File: src/hw/pfc_pkg.sv
// Constants of the program flow unit: register map, fields, codes.
// Assumes a 32-bit APB master and an 8-bit memory bus outside.
package pfc_pkg;
	localparam logic [7:0] OFS_COMMAND         = 8'h00;
	localparam logic [7:0] OFS_STATUS          = 8'h04;
	localparam logic [7:0] OFS_FLAGS           = 8'h08;
	localparam logic [7:0] OFS_LOOP_COUNT      = 8'h0c;
	localparam logic [7:0] OFS_PROGRAM_COUNTER = 8'h10;
	localparam logic [7:0] OFS_STACK_POINTER   = 8'h14;
	localparam logic [7:0] OFS_OPERAND         = 8'h18;

	localparam int CMD_OP_LSB  = 0;
	localparam int CMD_CC_LSB  = 4;
	localparam int STAT_BUSY   = 0;
	localparam int STAT_TAKEN  = 1;
	localparam int STAT_BADCC  = 2;
	localparam int FLAG_SIGN   = 7;
	localparam int FLAG_ZERO   = 6;
	localparam int FLAG_PARITY = 2;
	localparam int FLAG_CARRY  = 0;

	localparam logic [15:0] RST_PROGRAM_COUNTER = 16'h0000;
	localparam logic [15:0] RST_STACK_POINTER   = 16'h0000;
	localparam logic [7:0]  RST_FLAGS           = 8'h00;
	localparam logic        SYNC_RST            = 1'b1;
	localparam int          CTRL_W_MIN          = 2;

	typedef enum logic [3:0] {
		OP_ABS_JUMP    = 4'h0,
		OP_ABS_JUMP_CC = 4'h1,
		OP_REL_JUMP    = 4'h2,
		OP_REL_JUMP_CC = 4'h3,
		OP_LOOP_BRANCH = 4'h4,
		OP_CALL        = 4'h5,
		OP_CALL_CC     = 4'h6,
		OP_EXIT        = 4'h7,
		OP_EXIT_CC     = 4'h8
	} pfc_op_e;

	typedef enum logic [2:0] {
		CC_NOT_ZERO  = 3'h0,
		CC_ZERO      = 3'h1,
		CC_NO_CARRY  = 3'h2,
		CC_CARRY     = 3'h3,
		CC_PAR_ODD   = 3'h4,
		CC_PAR_EVEN  = 3'h5,
		CC_POSITIVE  = 3'h6,
		CC_MINUS     = 3'h7
	} pfc_cc_e;

	localparam logic [2:0] REL_CC_MAX = 3'h3;
endpackage

File: src/hw/pfc_sync.sv
// Two-flop synchroniser, one per control input bit.
// Assumes inputs may change at any time relative to mclk.
module pfc_sync #(
	parameter int WIDTH = 2
) (
	input  wire logic             mclk,
	input  wire logic             reset_n,
	input  wire logic [WIDTH-1:0] async_in,
	output logic      [WIDTH-1:0] sync_out
);
	logic [WIDTH-1:0] meta;

	if (WIDTH < 1) begin : g_chk
		$error("pfc_sync: WIDTH must be at least 1");
	end

	for (genvar i = 0; i < WIDTH; i++) begin : g_bit
		always_ff @(posedge mclk or negedge reset_n) begin
			if (!reset_n) begin
				meta[i]     <= pfc_pkg::SYNC_RST;
				sync_out[i] <= pfc_pkg::SYNC_RST;
			end else begin
				meta[i]     <= async_in[i];
				sync_out[i] <= meta[i];
			end
		end
	end
endmodule

File: src/hw/pfc_flow.sv
// Program flow unit: jumps, loop branch, calls and exits over an
// APB register file, stacking through an 8-bit memory port.
// Assumes memory answers after the strobe unless wait_n is held low.

// Operation
// - Conditional absolute jump loads target when condition holds, else continues
// - Conditional relative jump adds displacement when condition holds, else continues
// - Relative jumps test only four conditions; others test all eight
// - Loop branch decrements count; zero continues, else adds displacement
// - Call writes high byte at stack minus one, low at minus two
// - Conditional call acts as call when true, else continues
// - Conditional exit pops when true, else stack untouched and continues
// - Every control input is synchronised inside before use
module pfc_flow #(
	parameter int CTRL_W = 2
) (
	input  wire logic              mclk,
	input  wire logic              reset_n,
	input  wire logic              psel,
	input  wire logic              penable,
	input  wire logic              pwrite,
	input  wire logic [7:0]        paddr,
	input  wire logic [31:0]       pwdata,
	output logic      [31:0]       prdata,
	output logic                   pready,
	output logic                   pslverr,
	input  wire logic [CTRL_W-1:0] ctrl_in_n,
	output logic      [15:0]       mem_addr,
	output logic                   mem_rd_n,
	output logic                   mem_wr_n,
	input  wire logic [7:0]        data_in,
	output logic      [7:0]        data_out,
	output logic                   data_oe
);
	typedef enum logic [2:0] {
		ST_IDLE, ST_DECODE, ST_PUSH_HI, ST_PUSH_LO, ST_POP_LO, ST_POP_HI
	} pfc_state_e;

	pfc_state_e       st;
	logic [CTRL_W-1:0] ctrl_s;
	logic [7:0]       flags;
	logic [7:0]       loop_count;
	logic [15:0]      program_counter;
	logic [15:0]      stack_pointer;
	logic [15:0]      operand;
	logic [3:0]       op;
	logic [2:0]       cc;
	logic [7:0]       pop_lo;
	logic             pending, taken, bad_cond, busy, mapped, wr_en;
	logic             cmd_wr, cond_ok, go, mem_act, mem_done, wait_ok, hold;
	logic [15:0]      rel_tgt;
	logic [31:0]      next_rdata;

	if (CTRL_W < pfc_pkg::CTRL_W_MIN) begin : g_chk
		$error("pfc_flow: CTRL_W must be at least 2");
	end

	// Bit 0 is wait_n, bit 1 is hold_n; both may be asynchronous
	pfc_sync #(.WIDTH(CTRL_W)) u_sync (
		.mclk     (mclk),
		.reset_n  (reset_n),
		.async_in (ctrl_in_n),
		.sync_out (ctrl_s)
	);
	assign wait_ok = ctrl_s[0];
	assign hold    = !ctrl_s[1];

	assign busy    = (st != ST_IDLE) || pending;
	assign rel_tgt = 16'(program_counter + {{8{operand[7]}}, operand[7:0]});

	always_comb begin
		case (pfc_pkg::pfc_cc_e'(cc))
			pfc_pkg::CC_NOT_ZERO: cond_ok = !flags[pfc_pkg::FLAG_ZERO];
			pfc_pkg::CC_ZERO:     cond_ok = flags[pfc_pkg::FLAG_ZERO];
			pfc_pkg::CC_NO_CARRY: cond_ok = !flags[pfc_pkg::FLAG_CARRY];
			pfc_pkg::CC_CARRY:    cond_ok = flags[pfc_pkg::FLAG_CARRY];
			pfc_pkg::CC_PAR_ODD:  cond_ok = !flags[pfc_pkg::FLAG_PARITY];
			pfc_pkg::CC_PAR_EVEN: cond_ok = flags[pfc_pkg::FLAG_PARITY];
			pfc_pkg::CC_POSITIVE: cond_ok = !flags[pfc_pkg::FLAG_SIGN];
			default:              cond_ok = flags[pfc_pkg::FLAG_SIGN];
		endcase
	end

	// APB slave: zero wait states, read data latched in setup phase
	assign mapped  = paddr inside {pfc_pkg::OFS_COMMAND, pfc_pkg::OFS_STATUS,
		pfc_pkg::OFS_FLAGS, pfc_pkg::OFS_LOOP_COUNT, pfc_pkg::OFS_PROGRAM_COUNTER,
		pfc_pkg::OFS_STACK_POINTER, pfc_pkg::OFS_OPERAND};
	assign pready  = 1'b1;
	// Writes while busy would corrupt an operation in flight
	assign pslverr = psel && penable && (!mapped ||
		(pwrite && busy && paddr != pfc_pkg::OFS_STATUS));
	assign wr_en   = psel && penable && pwrite && !pslverr;
	assign cmd_wr  = wr_en && paddr == pfc_pkg::OFS_COMMAND;

	always_comb begin
		next_rdata = 32'h0000_0000;
		case (paddr)
			pfc_pkg::OFS_COMMAND: begin
				next_rdata[pfc_pkg::CMD_OP_LSB +: 4] = op;
				next_rdata[pfc_pkg::CMD_CC_LSB +: 3] = cc;
			end
			pfc_pkg::OFS_STATUS: begin
				next_rdata[pfc_pkg::STAT_BUSY]  = busy;
				next_rdata[pfc_pkg::STAT_TAKEN] = taken;
				next_rdata[pfc_pkg::STAT_BADCC] = bad_cond;
			end
			pfc_pkg::OFS_FLAGS:           next_rdata[7:0]  = flags;
			pfc_pkg::OFS_LOOP_COUNT:      next_rdata[7:0]  = loop_count;
			pfc_pkg::OFS_PROGRAM_COUNTER: next_rdata[15:0] = program_counter;
			pfc_pkg::OFS_STACK_POINTER:   next_rdata[15:0] = stack_pointer;
			pfc_pkg::OFS_OPERAND:         next_rdata[15:0] = operand;
			default:                      next_rdata = 32'h0000_0000;
		endcase
	end

	always_ff @(posedge mclk or negedge reset_n) begin
		if (!reset_n)
			prdata <= 32'h0000_0000;
		else if (psel && !penable)
			prdata <= next_rdata;
	end

	// Software-owned registers, frozen while an operation runs
	always_ff @(posedge mclk or negedge reset_n) begin
		if (!reset_n) begin
			flags   <= pfc_pkg::RST_FLAGS;
			operand <= 16'h0000;
			op      <= 4'h0;
			cc      <= 3'h0;
		end else if (wr_en) begin
			case (paddr)
				pfc_pkg::OFS_FLAGS:   flags   <= pwdata[7:0];
				pfc_pkg::OFS_OPERAND: operand <= pwdata[15:0];
				pfc_pkg::OFS_COMMAND: begin
					op <= pwdata[pfc_pkg::CMD_OP_LSB +: 4];
					cc <= pwdata[pfc_pkg::CMD_CC_LSB +: 3];
				end
				default: ;
			endcase
		end
	end

	assign go = st == ST_IDLE && pending && !hold;
	always_ff @(posedge mclk or negedge reset_n) begin
		if (!reset_n)
			pending <= 1'b0;
		else if (cmd_wr)
			pending <= 1'b1;
		else if (go)
			pending <= 1'b0;
	end

	assign mem_act  = !mem_rd_n || !mem_wr_n;
	assign mem_done = mem_act && wait_ok;
	always_ff @(posedge mclk or negedge reset_n) begin
		if (!reset_n)
			st <= ST_IDLE;
		else begin
			case (st)
				ST_IDLE:    if (go) st <= ST_DECODE;
				ST_DECODE:
					case (pfc_pkg::pfc_op_e'(op))
						pfc_pkg::OP_CALL:    st <= ST_PUSH_HI;
						pfc_pkg::OP_CALL_CC: st <= cond_ok ? ST_PUSH_HI : ST_IDLE;
						pfc_pkg::OP_EXIT:    st <= ST_POP_LO;
						pfc_pkg::OP_EXIT_CC: st <= cond_ok ? ST_POP_LO : ST_IDLE;
						default:             st <= ST_IDLE;
					endcase
				ST_PUSH_HI: if (mem_done) st <= ST_PUSH_LO;
				ST_PUSH_LO: if (mem_done) st <= ST_IDLE;
				ST_POP_LO:  if (mem_done) st <= ST_POP_HI;
				ST_POP_HI:  if (mem_done) st <= ST_IDLE;
				default:    st <= ST_IDLE;
			endcase
		end
	end

	// Memory strobes: launch on entry, release when wait_n allows
	always_ff @(posedge mclk or negedge reset_n) begin
		if (!reset_n) begin
			mem_addr <= 16'h0000;
			mem_rd_n <= 1'b1;
			mem_wr_n <= 1'b1;
			data_out <= 8'h00;
			data_oe  <= 1'b0;
		end else if (mem_done) begin
			mem_rd_n <= 1'b1;
			mem_wr_n <= 1'b1;
			data_oe  <= 1'b0;
		end else if (!mem_act) begin
			case (st)
				ST_PUSH_HI: begin
					mem_addr <= 16'(stack_pointer - 16'h0001);
					data_out <= program_counter[15:8];
					mem_wr_n <= 1'b0;
					data_oe  <= 1'b1;
				end
				ST_PUSH_LO: begin
					mem_addr <= 16'(stack_pointer - 16'h0002);
					data_out <= program_counter[7:0];
					mem_wr_n <= 1'b0;
					data_oe  <= 1'b1;
				end
				ST_POP_LO: begin
					mem_addr <= stack_pointer;
					mem_rd_n <= 1'b0;
				end
				ST_POP_HI: begin
					mem_addr <= 16'(stack_pointer + 16'h0001);
					mem_rd_n <= 1'b0;
				end
				default: ;
			endcase
		end
	end

	// Data bus is sampled only at the end of our own read strobe
	always_ff @(posedge mclk or negedge reset_n) begin
		if (!reset_n)
			pop_lo <= 8'h00;
		else if (st == ST_POP_LO && mem_done)
			pop_lo <= data_in;
	end

	always_ff @(posedge mclk or negedge reset_n) begin
		if (!reset_n)
			program_counter <= pfc_pkg::RST_PROGRAM_COUNTER;
		else if (wr_en && paddr == pfc_pkg::OFS_PROGRAM_COUNTER)
			program_counter <= pwdata[15:0];
		else if (st == ST_DECODE) begin
			case (pfc_pkg::pfc_op_e'(op))
				pfc_pkg::OP_ABS_JUMP:    program_counter <= operand;
				pfc_pkg::OP_ABS_JUMP_CC: if (cond_ok) program_counter <= operand;
				pfc_pkg::OP_REL_JUMP: program_counter <= rel_tgt;
				pfc_pkg::OP_REL_JUMP_CC:
					if (cc <= pfc_pkg::REL_CC_MAX && cond_ok)
						program_counter <= rel_tgt;
				pfc_pkg::OP_LOOP_BRANCH:
					if (loop_count != 8'h01)
						program_counter <= rel_tgt;
				default: ;
			endcase
		end else if (st == ST_PUSH_LO && mem_done)
			program_counter <= operand;
		else if (st == ST_POP_HI && mem_done)
			program_counter <= {data_in, pop_lo};
	end

	always_ff @(posedge mclk or negedge reset_n) begin
		if (!reset_n)
			stack_pointer <= pfc_pkg::RST_STACK_POINTER;
		else if (wr_en && paddr == pfc_pkg::OFS_STACK_POINTER)
			stack_pointer <= pwdata[15:0];
		else if (st == ST_PUSH_LO && mem_done)
			stack_pointer <= 16'(stack_pointer - 16'h0002);
		else if (st == ST_POP_HI && mem_done)
			stack_pointer <= 16'(stack_pointer + 16'h0002);
	end

	always_ff @(posedge mclk or negedge reset_n) begin
		if (!reset_n)
			loop_count <= 8'h00;
		else if (wr_en && paddr == pfc_pkg::OFS_LOOP_COUNT)
			loop_count <= pwdata[7:0];
		else if (st == ST_DECODE && op == pfc_pkg::OP_LOOP_BRANCH)
			loop_count <= 8'(loop_count - 8'h01);
	end

	// Outcome flags; cleared by the next command write
	always_ff @(posedge mclk or negedge reset_n) begin
		if (!reset_n) begin
			taken    <= 1'b0;
			bad_cond <= 1'b0;
		end else if (st == ST_DECODE) begin
			case (pfc_pkg::pfc_op_e'(op))
				pfc_pkg::OP_ABS_JUMP, pfc_pkg::OP_REL_JUMP,
				pfc_pkg::OP_CALL, pfc_pkg::OP_EXIT: taken <= 1'b1;
				pfc_pkg::OP_ABS_JUMP_CC, pfc_pkg::OP_CALL_CC,
				pfc_pkg::OP_EXIT_CC: taken <= cond_ok;
				pfc_pkg::OP_REL_JUMP_CC: begin
					taken    <= cc <= pfc_pkg::REL_CC_MAX && cond_ok;
					bad_cond <= cc > pfc_pkg::REL_CC_MAX;
				end
				pfc_pkg::OP_LOOP_BRANCH: taken <= loop_count != 8'h01;
				default: bad_cond <= 1'b1;
			endcase
		end else if (cmd_wr) begin
			taken    <= 1'b0;
			bad_cond <= 1'b0;
		end
	end
endmodule

File: config.mk
export PLATFORM = sky130hd
export DESIGN_NAME = pfc_flow
export DESIGN_NICKNAME = d
export VERILOG_FILES = /design/src/hw/pfc_pkg.sv /design/src/hw/pfc_sync.sv /design/src/hw/pfc_flow.sv
export SDC_FILE = /design/constraint.sdc
export NUM_CORES = 1
export LEC_CHECK = 0
export ABC_CLOCK_PERIOD_IN_PS = 5500
export BUFFER_PORTS_ARGS = -buffer_cell sky130_fd_sc_hd__clkbuf_2
export CAP_MARGIN = 10
export CELL_PAD_IN_SITES_DETAIL_PLACEMENT = 1
export CELL_PAD_IN_SITES_GLOBAL_PLACEMENT = 2
export CORE_MARGIN = 2
export CORE_UTILIZATION = 39
export CTS_CLUSTER_DIAMETER = 150
export DETAILED_ROUTE_END_ITERATION = 10
export PLACE_DENSITY_LB_ADDON = 0.1
export RECOVER_POWER = 25
export SYNTH_ARGS = -nofsm -noshare
export SYNTH_HDL_FRONTEND = slang
export SYNTH_SLANG_ARGS = --single-unit
File: constraint.sdc
create_clock -name mclk -period 5.5 [get_ports mclk]
set_input_delay 1.1 -clock mclk [delete_from_list [all_inputs] [get_ports mclk]]
set_output_delay 1.1 -clock mclk [all_outputs]
set_load 0.05 [all_outputs]
Word level (Yosys, flattened, before mapping):

Index checks and enable logic that the tools add are counted.

* add/subtract/negate cells: 6
* magnitude comparators: 2
* eq/ne operators: 38
* muxes and demuxes: 44
* bitwise operators: 2
* reductions and logical operators: 63

Operator list (number)
* $mux W16: 10
* $pmux W16 S5: 1
* $pmux W16 S4: 1
* $eq A8 B5 Y1 const B: 3
* $pmux W4 S6: 1
* $pmux W8 S3: 1
* $pmux W3 S7: 1
* $logic_and A1 B1 Y1: 19
* $add A16 B1 Y16 const B: 1
* $add A16 B16 Y16: 1
* $add A16 B2 Y16 const B: 1
* $eq A4 B3 Y1 const B: 4
* $eq A8 B4 Y1 const B: 2
* $mux W8: 2
* $pmux W8 S2: 1
* $sub A16 B1 Y16 const B: 1
* $sub A16 B2 Y16 const B: 1
* $eq A3 B3 Y1 const B: 5
* $mux W3: 5
* $pmux W3 S5: 1
* $mux W1: 14
* $reduce_and A2 Y1: 7
* $eq A3 B2 Y1 const B: 4
* $ne A4 B4 Y1 const B: 3
* other kinds (37): 65

* register bits after elaboration: 132
* input port bits: 55
* output and inout bits: 61
* word-level logic and storage cells: 177

Logic depth before layout (Yosys ltp):

* word-level depth: 11
* gate-level depth with buffers: 12
* gate-level depth less buffers: 11

Cells and area by module:

From an unflattened synthesis, not the netlist that was laid out.

* cell total of the unflattened synthesis: 1037
* area, all modules: 8976.1 um^2

Modules (own cells, without submodules)
* pfc_flow: times used 1, cells an instance 1033, area each 8871.0 um^2
* pfc_sync: times used 1, cells an instance 4, area each 105.1 um^2

Least setup slack after synthesis:

No wires, ideal clock.

* path kind: input to output
* start: input port paddr[4]
* end: output port pslverr
* data arrival time: 2.396 ns
* setup slack: 2.004 ns
* stages: 5
* buffers on the path: 1
* cell sequence: clkbuf_1 -> nor2b_1 -> nor3b_1 -> a211oi_2 -> nor2_1

* word-level cells in the longest chain between the ends: 5
* elaborated cells on any way between the ends: 13
* classes of those cells: 7 x eq/ne; 6 x reduce/logical

Ends and longest elaborated chain
* start: declaration: RTL line pfc_flow.sv:22 `input wire logic [7:0] paddr,`
* $eq A8 B3 Y1 (tied with other cells): RTL line pfc_flow.sv:85 `assign mapped = paddr inside {pfc_pkg::OFS_COMMAND, pfc_pkg::OFS_STATUS,`
* $reduce_bool A7 Y1: RTL line pfc_flow.sv:85
* $logic_not A1 Y1: RTL line pfc_flow.sv:90 `assign pslverr = psel && penable && (!mapped ||`
* $logic_or A1 B1 Y1 (*): RTL line pfc_flow.sv:90
* $logic_and A1 B1 Y1 (*): RTL line pfc_flow.sv:90
* end: declaration: RTL line pfc_flow.sv:26 `output logic pslverr,`

Mark *: on every way between the ends. The rest lies on a longest branch, timed or not.

Worst setup path in the final report:

* start: register st[0]
* end: register mem_addr[15]

* word-level cells in the longest chain between the ends: 3
* elaborated cells on any way between the ends: 7
* classes of those cells: 4 x eq/ne; 1 x mux; 2 x reduce/logical

Ends and longest elaborated chain
* start: declaration: RTL line pfc_flow.sv:39 `pfc_state_e st;`
* start signal: assignment: RTL line pfc_flow.sv:164 `pfc_pkg::OP_CALL_CC: st <= cond_ok ? ST_PUSH_HI : ST_IDLE;`
* start signal: assignment: RTL line pfc_flow.sv:166 `pfc_pkg::OP_EXIT_CC: st <= cond_ok ? ST_POP_LO : ST_IDLE;`
* $eq A3 B3 Y1 / $eq A3 B2 Y1 (equally long branches): RTL line pfc_flow.sv:191 `case (st)`
* $reduce_bool A4 Y1 (no source line)
* $reduce_and A3 Y1 (no source line)
* end signal: assignment: RTL line pfc_flow.sv:193 `mem_addr <= 16'(stack_pointer - 16'h0001);`
* end signal: assignment: RTL line pfc_flow.sv:199 `mem_addr <= 16'(stack_pointer - 16'h0002);`
* end signal: assignment: RTL line pfc_flow.sv:205 `mem_addr <= stack_pointer;`
* end: declaration: RTL line pfc_flow.sv:28 `output logic [15:0] mem_addr,`

Parallel ways exist; a longest one is shown, timed or not.
A chain may end at the register's enable or synchronous reset.

==> results.toml <==
[status]
status = "finished, violations left"
violations = "max-capacitance violations, max-slew violations"

[detailed_routing]
dr_wl_met3_um = 997
drc = 0
top_layer_used = "met4"
final_antenna_net_count = 0
met1Wirelength_um = 14300
wl_per_cell_um = 21.7
postRouteWirelength_um = 30100
viasPerCell = 5.84
num_vias = 8107
met2_length_um = 14300
drt_iter0_markers = 466
dr.pass1.iters = 9

[sta]
fmax_mhz = 249
tightest_slew_ns = 2.66
rsz0062_at_grt = "false"
min_period_ns = 4.01
finalCritPeriodShare = 0.730
slew_violations = 104
fin_skew_ns = 0.0111
setup-violations-final = 0
hold_viol_final = 0
maxSlewHeadroom = -0.770
whs_ns = 0.356
tns_ns = 0

[synthesis]
synth.distinct_cells = 75
syn_area_um2 = 8980
ys.flop_type = "dfrtp_1"
synthArstFlopShare = 1.00
seq_area_frac_synth = 0.369
synth_edf_count = 0
ys_ff_latch = 132
ys_warn_count = 0
syn_area_per_cell_um2 = 8.66
syn-instance-count = 1037

[floorplan]
start_util = 0.396
core_area_um2 = 22600
num_rows = 55
io_pins = 116
chipHeight_um = 156
chipWidth_um = 156
die-area_um2 = 24200

[critical_path]
worstPathMaxFanout = 18
crit_required_ns = 5.82
worstRegToRegCells = 11
critPathLaunchType = "flip-flop"
r2r-end = "mem_addr[15]"
r2r_start = "st[0]"
slowest_delay_ns = 0.70
critPathKind = "reg -> reg"
crit_chain = "inv_2 -> nor2_1 -> inv_1 -> ha_1 -> a21o_1 -> o21ai_0 -> a21oi_1 -> a2111oi_0 -> a21oi_1 -> o21a_1 -> o221a_2"
rrSetupSlack_ns = 1.49
cpMostUsedCell = "a21oi_1"
critPathSlowestCell = "a2111oi_0"
arrival_ns = 4.33
end_kind = "flip-flop"

[final_layout]
multiInputGateArea_um2 = 5270
n_antenna_cell = 0
drive_gt1_frac = 0.177
syn_to_final_growth_pct = 12.5
nets = 1180
fillers = 2688
seq_area_um2 = 3310

[clocking]
cts-resized-gates = 0
clock_sinks = 132
htreeDepth = 4
path_clk_slew_ns = 0.06
cts_buffer_depth = 2
postCtsHoldBufs = 0
post_cts_buffers = 0
cts_root_buffer = "clkbuf_16"
clk_latency_ns = 0.43
cts_buffers = 17
cts_tree = "built"

[run]
drv_cap = 1

[placement]
portBuffers = 82
place_hpwl_um = 22600
place_congestion = 0.866

[min_path]
worstHoldStart = "u_sync.meta[0]"
min_to = "u_sync.sync_out[0]"
hold_class = "reg -> reg"
whs_path_depth = 0

[pwr]
p_per_area_nw_per_um2 = 235
ir_worst_vdd_mv = 0.188
switching_share = 0.276
pwr-share-comb = 0.098
p_sw_uw = 657
p_leak_uw = 0.00439
seq_power_share = 0.437
p_int_uw = 1720
p_clk_frac = 0.465

[grt]
antenna_found_initial = 0
grt-ovfl-total = 0
grt_max_degree = 104
grt_pass1_vias = 8190
track_usage = 0.258
grt_pass1_wl_um = 47900
worst max-delay path, delay by kind of cell (launching register included):
kind                     cells  cell delay (ns)
AO/OA/AOI/OAI                7             1.86
adder cells (fa/ha/maj)      1             0.49
buffers and inverters        2             0.62
flip-flops                   1             0.59
AND/OR/NAND/NOR              1             0.33
through the flow:
| stage | setup slack, ns | util | area (um^2) | total power (uW) | std cells |
|---|---|---|---|---|---|
| 2_1_floorplan | 2.00 | - | 9030 | 1190 | 1052 |
| 3_3_place_gp | 1.23 | 0.422 | 9550 | 1290 | 1356 |
| 3_5_place_dp | 1.21 | 0.422 | 9550 | 1290 | 1356 |
| 4_1_cts | 1.43 | 0.447 | 10100 | 2410 | 1388 |
| 5_1_grt | 1.12 | 0.446 | 10100 | 2470 | 1388 |
| 6_report | 1.49 | 0.446 | 10100 | 2380 | 1388 |
cells in the final DEF (no fill, tap or decap), types with 23 or more instances in the layout:
cell type / netlist / routed
nand2_1: 130 / 130
xor2_1: 23 / 23
nor2_1: 85 / 84
xnor2_1: 23 / 23
clkbuf_2: 0 / 82
dfrtp_1: 126 / 126
o21ai_0: 81 / 81
mux2_2: 46 / 46
a21oi_1: 92 / 92
ha_1: 33 / 33
worst max path at each step:
stage / from / to / cells past startpoint
after global placement: paddr[1] / program_counter[1] / 9
final: st[0] / mem_addr[15] / 11
after detailed placement: paddr[1] / program_counter[10] / 9
after floorplan: paddr[4] / pslverr / 5
after CTS: st[0] / mem_addr[15] / 11
after global routing: st[0] / mem_addr[15] / 11
flip-flops by register name, summed over array words and instances (netlist names), 4 cells and up:
signal,flops
mem_addr,16
operand,16
prdata,16
program_counter,16
stack_pointer,16
data_out,8
flags,8
loop_count,8
pop_lo,8
op,4
area by class of cell:
type | instances | share of cell area
multi-input cells | 823 | 0.522
flip-flops and latches | 132 | 0.328
repair buffers | 100 | 0.0533
clock buffers | 20 | 0.0452
well taps | 285 | 0.0353
clock inverters | 12 | 0.0107
inverters | 16 | 0.00595
logic make-up after synthesis:
| logic type | count (synthesis) | share of synthesized area |
|---|---|---|
| muxes | 63 | 0.0781 |
| xor gates and xnor gates | 46 | 0.0449 |
| and+or+nand+nor | 338 | 0.179 |
| buffers and inverters | 97 | 0.0509 |
| DFF | 132 | 0.369 |
| AOI/OAI and AO/OA | 324 | 0.227 |
| adders and majority gates | 35 | 0.0505 |
| other | 2 | 0.000837 |
layer usage:
metal / up-vias / track usage
li1: 3872 / -
met1: 4011 / 0.362
met2: 192 / 0.429
met3: 32 / 0.0261
met4: 0 / 0.0673
met5: - / 0
cell usage after synthesis, types with 5 or more instances:
cell type  instances  area, um^2
nor2b_1            9        56.3
nand3b_1           5        37.5
or3_1             14        87.6
o21a_1             9        67.6
buf_4             18         135
a22o_1            10        87.6
o211ai_1           5        37.5
a221oi_1          15         131
o22ai_1           17         106
nor2_1            85         319
nor3_1            13        65.1
a21oi_1           92         460
o21bai_1           6        45.0
mux2_2            46         518
nor4_1            10        62.6
a21o_1             8        60.1
buf_2              8        40.0
a22oi_1            7        52.6
mux2i_1           16         160
inv_1             15        56.3
nand4_1            5        31.3
nand2b_1          10        62.6
nand2_1          130         488
a211oi_1           9        67.6
xor2_1            23         201
o21ai_0           81         405
clkbuf_1          51         191
xnor2_1           23         201
ha_1              33         413
nand3_1           16        80.1
dfstp_2            6         158
and3_1            11        68.8
dfrtp_1          126        3150
a31oi_1           21         131
a222oi_1           8        80.1
power groups by stage:
stage	sequential [uW]	clock, uW	combinational, uW
6_report	1040	1100	233
5_1_grt	1040	1170	259
4_1_cts	1040	1140	235
3_5_place_dp	1060	0	233
3_3_place_gp	1060	0	230
2_1_floorplan	1040	0	158
No activity file was read; power rests on OpenSTA's default activity.
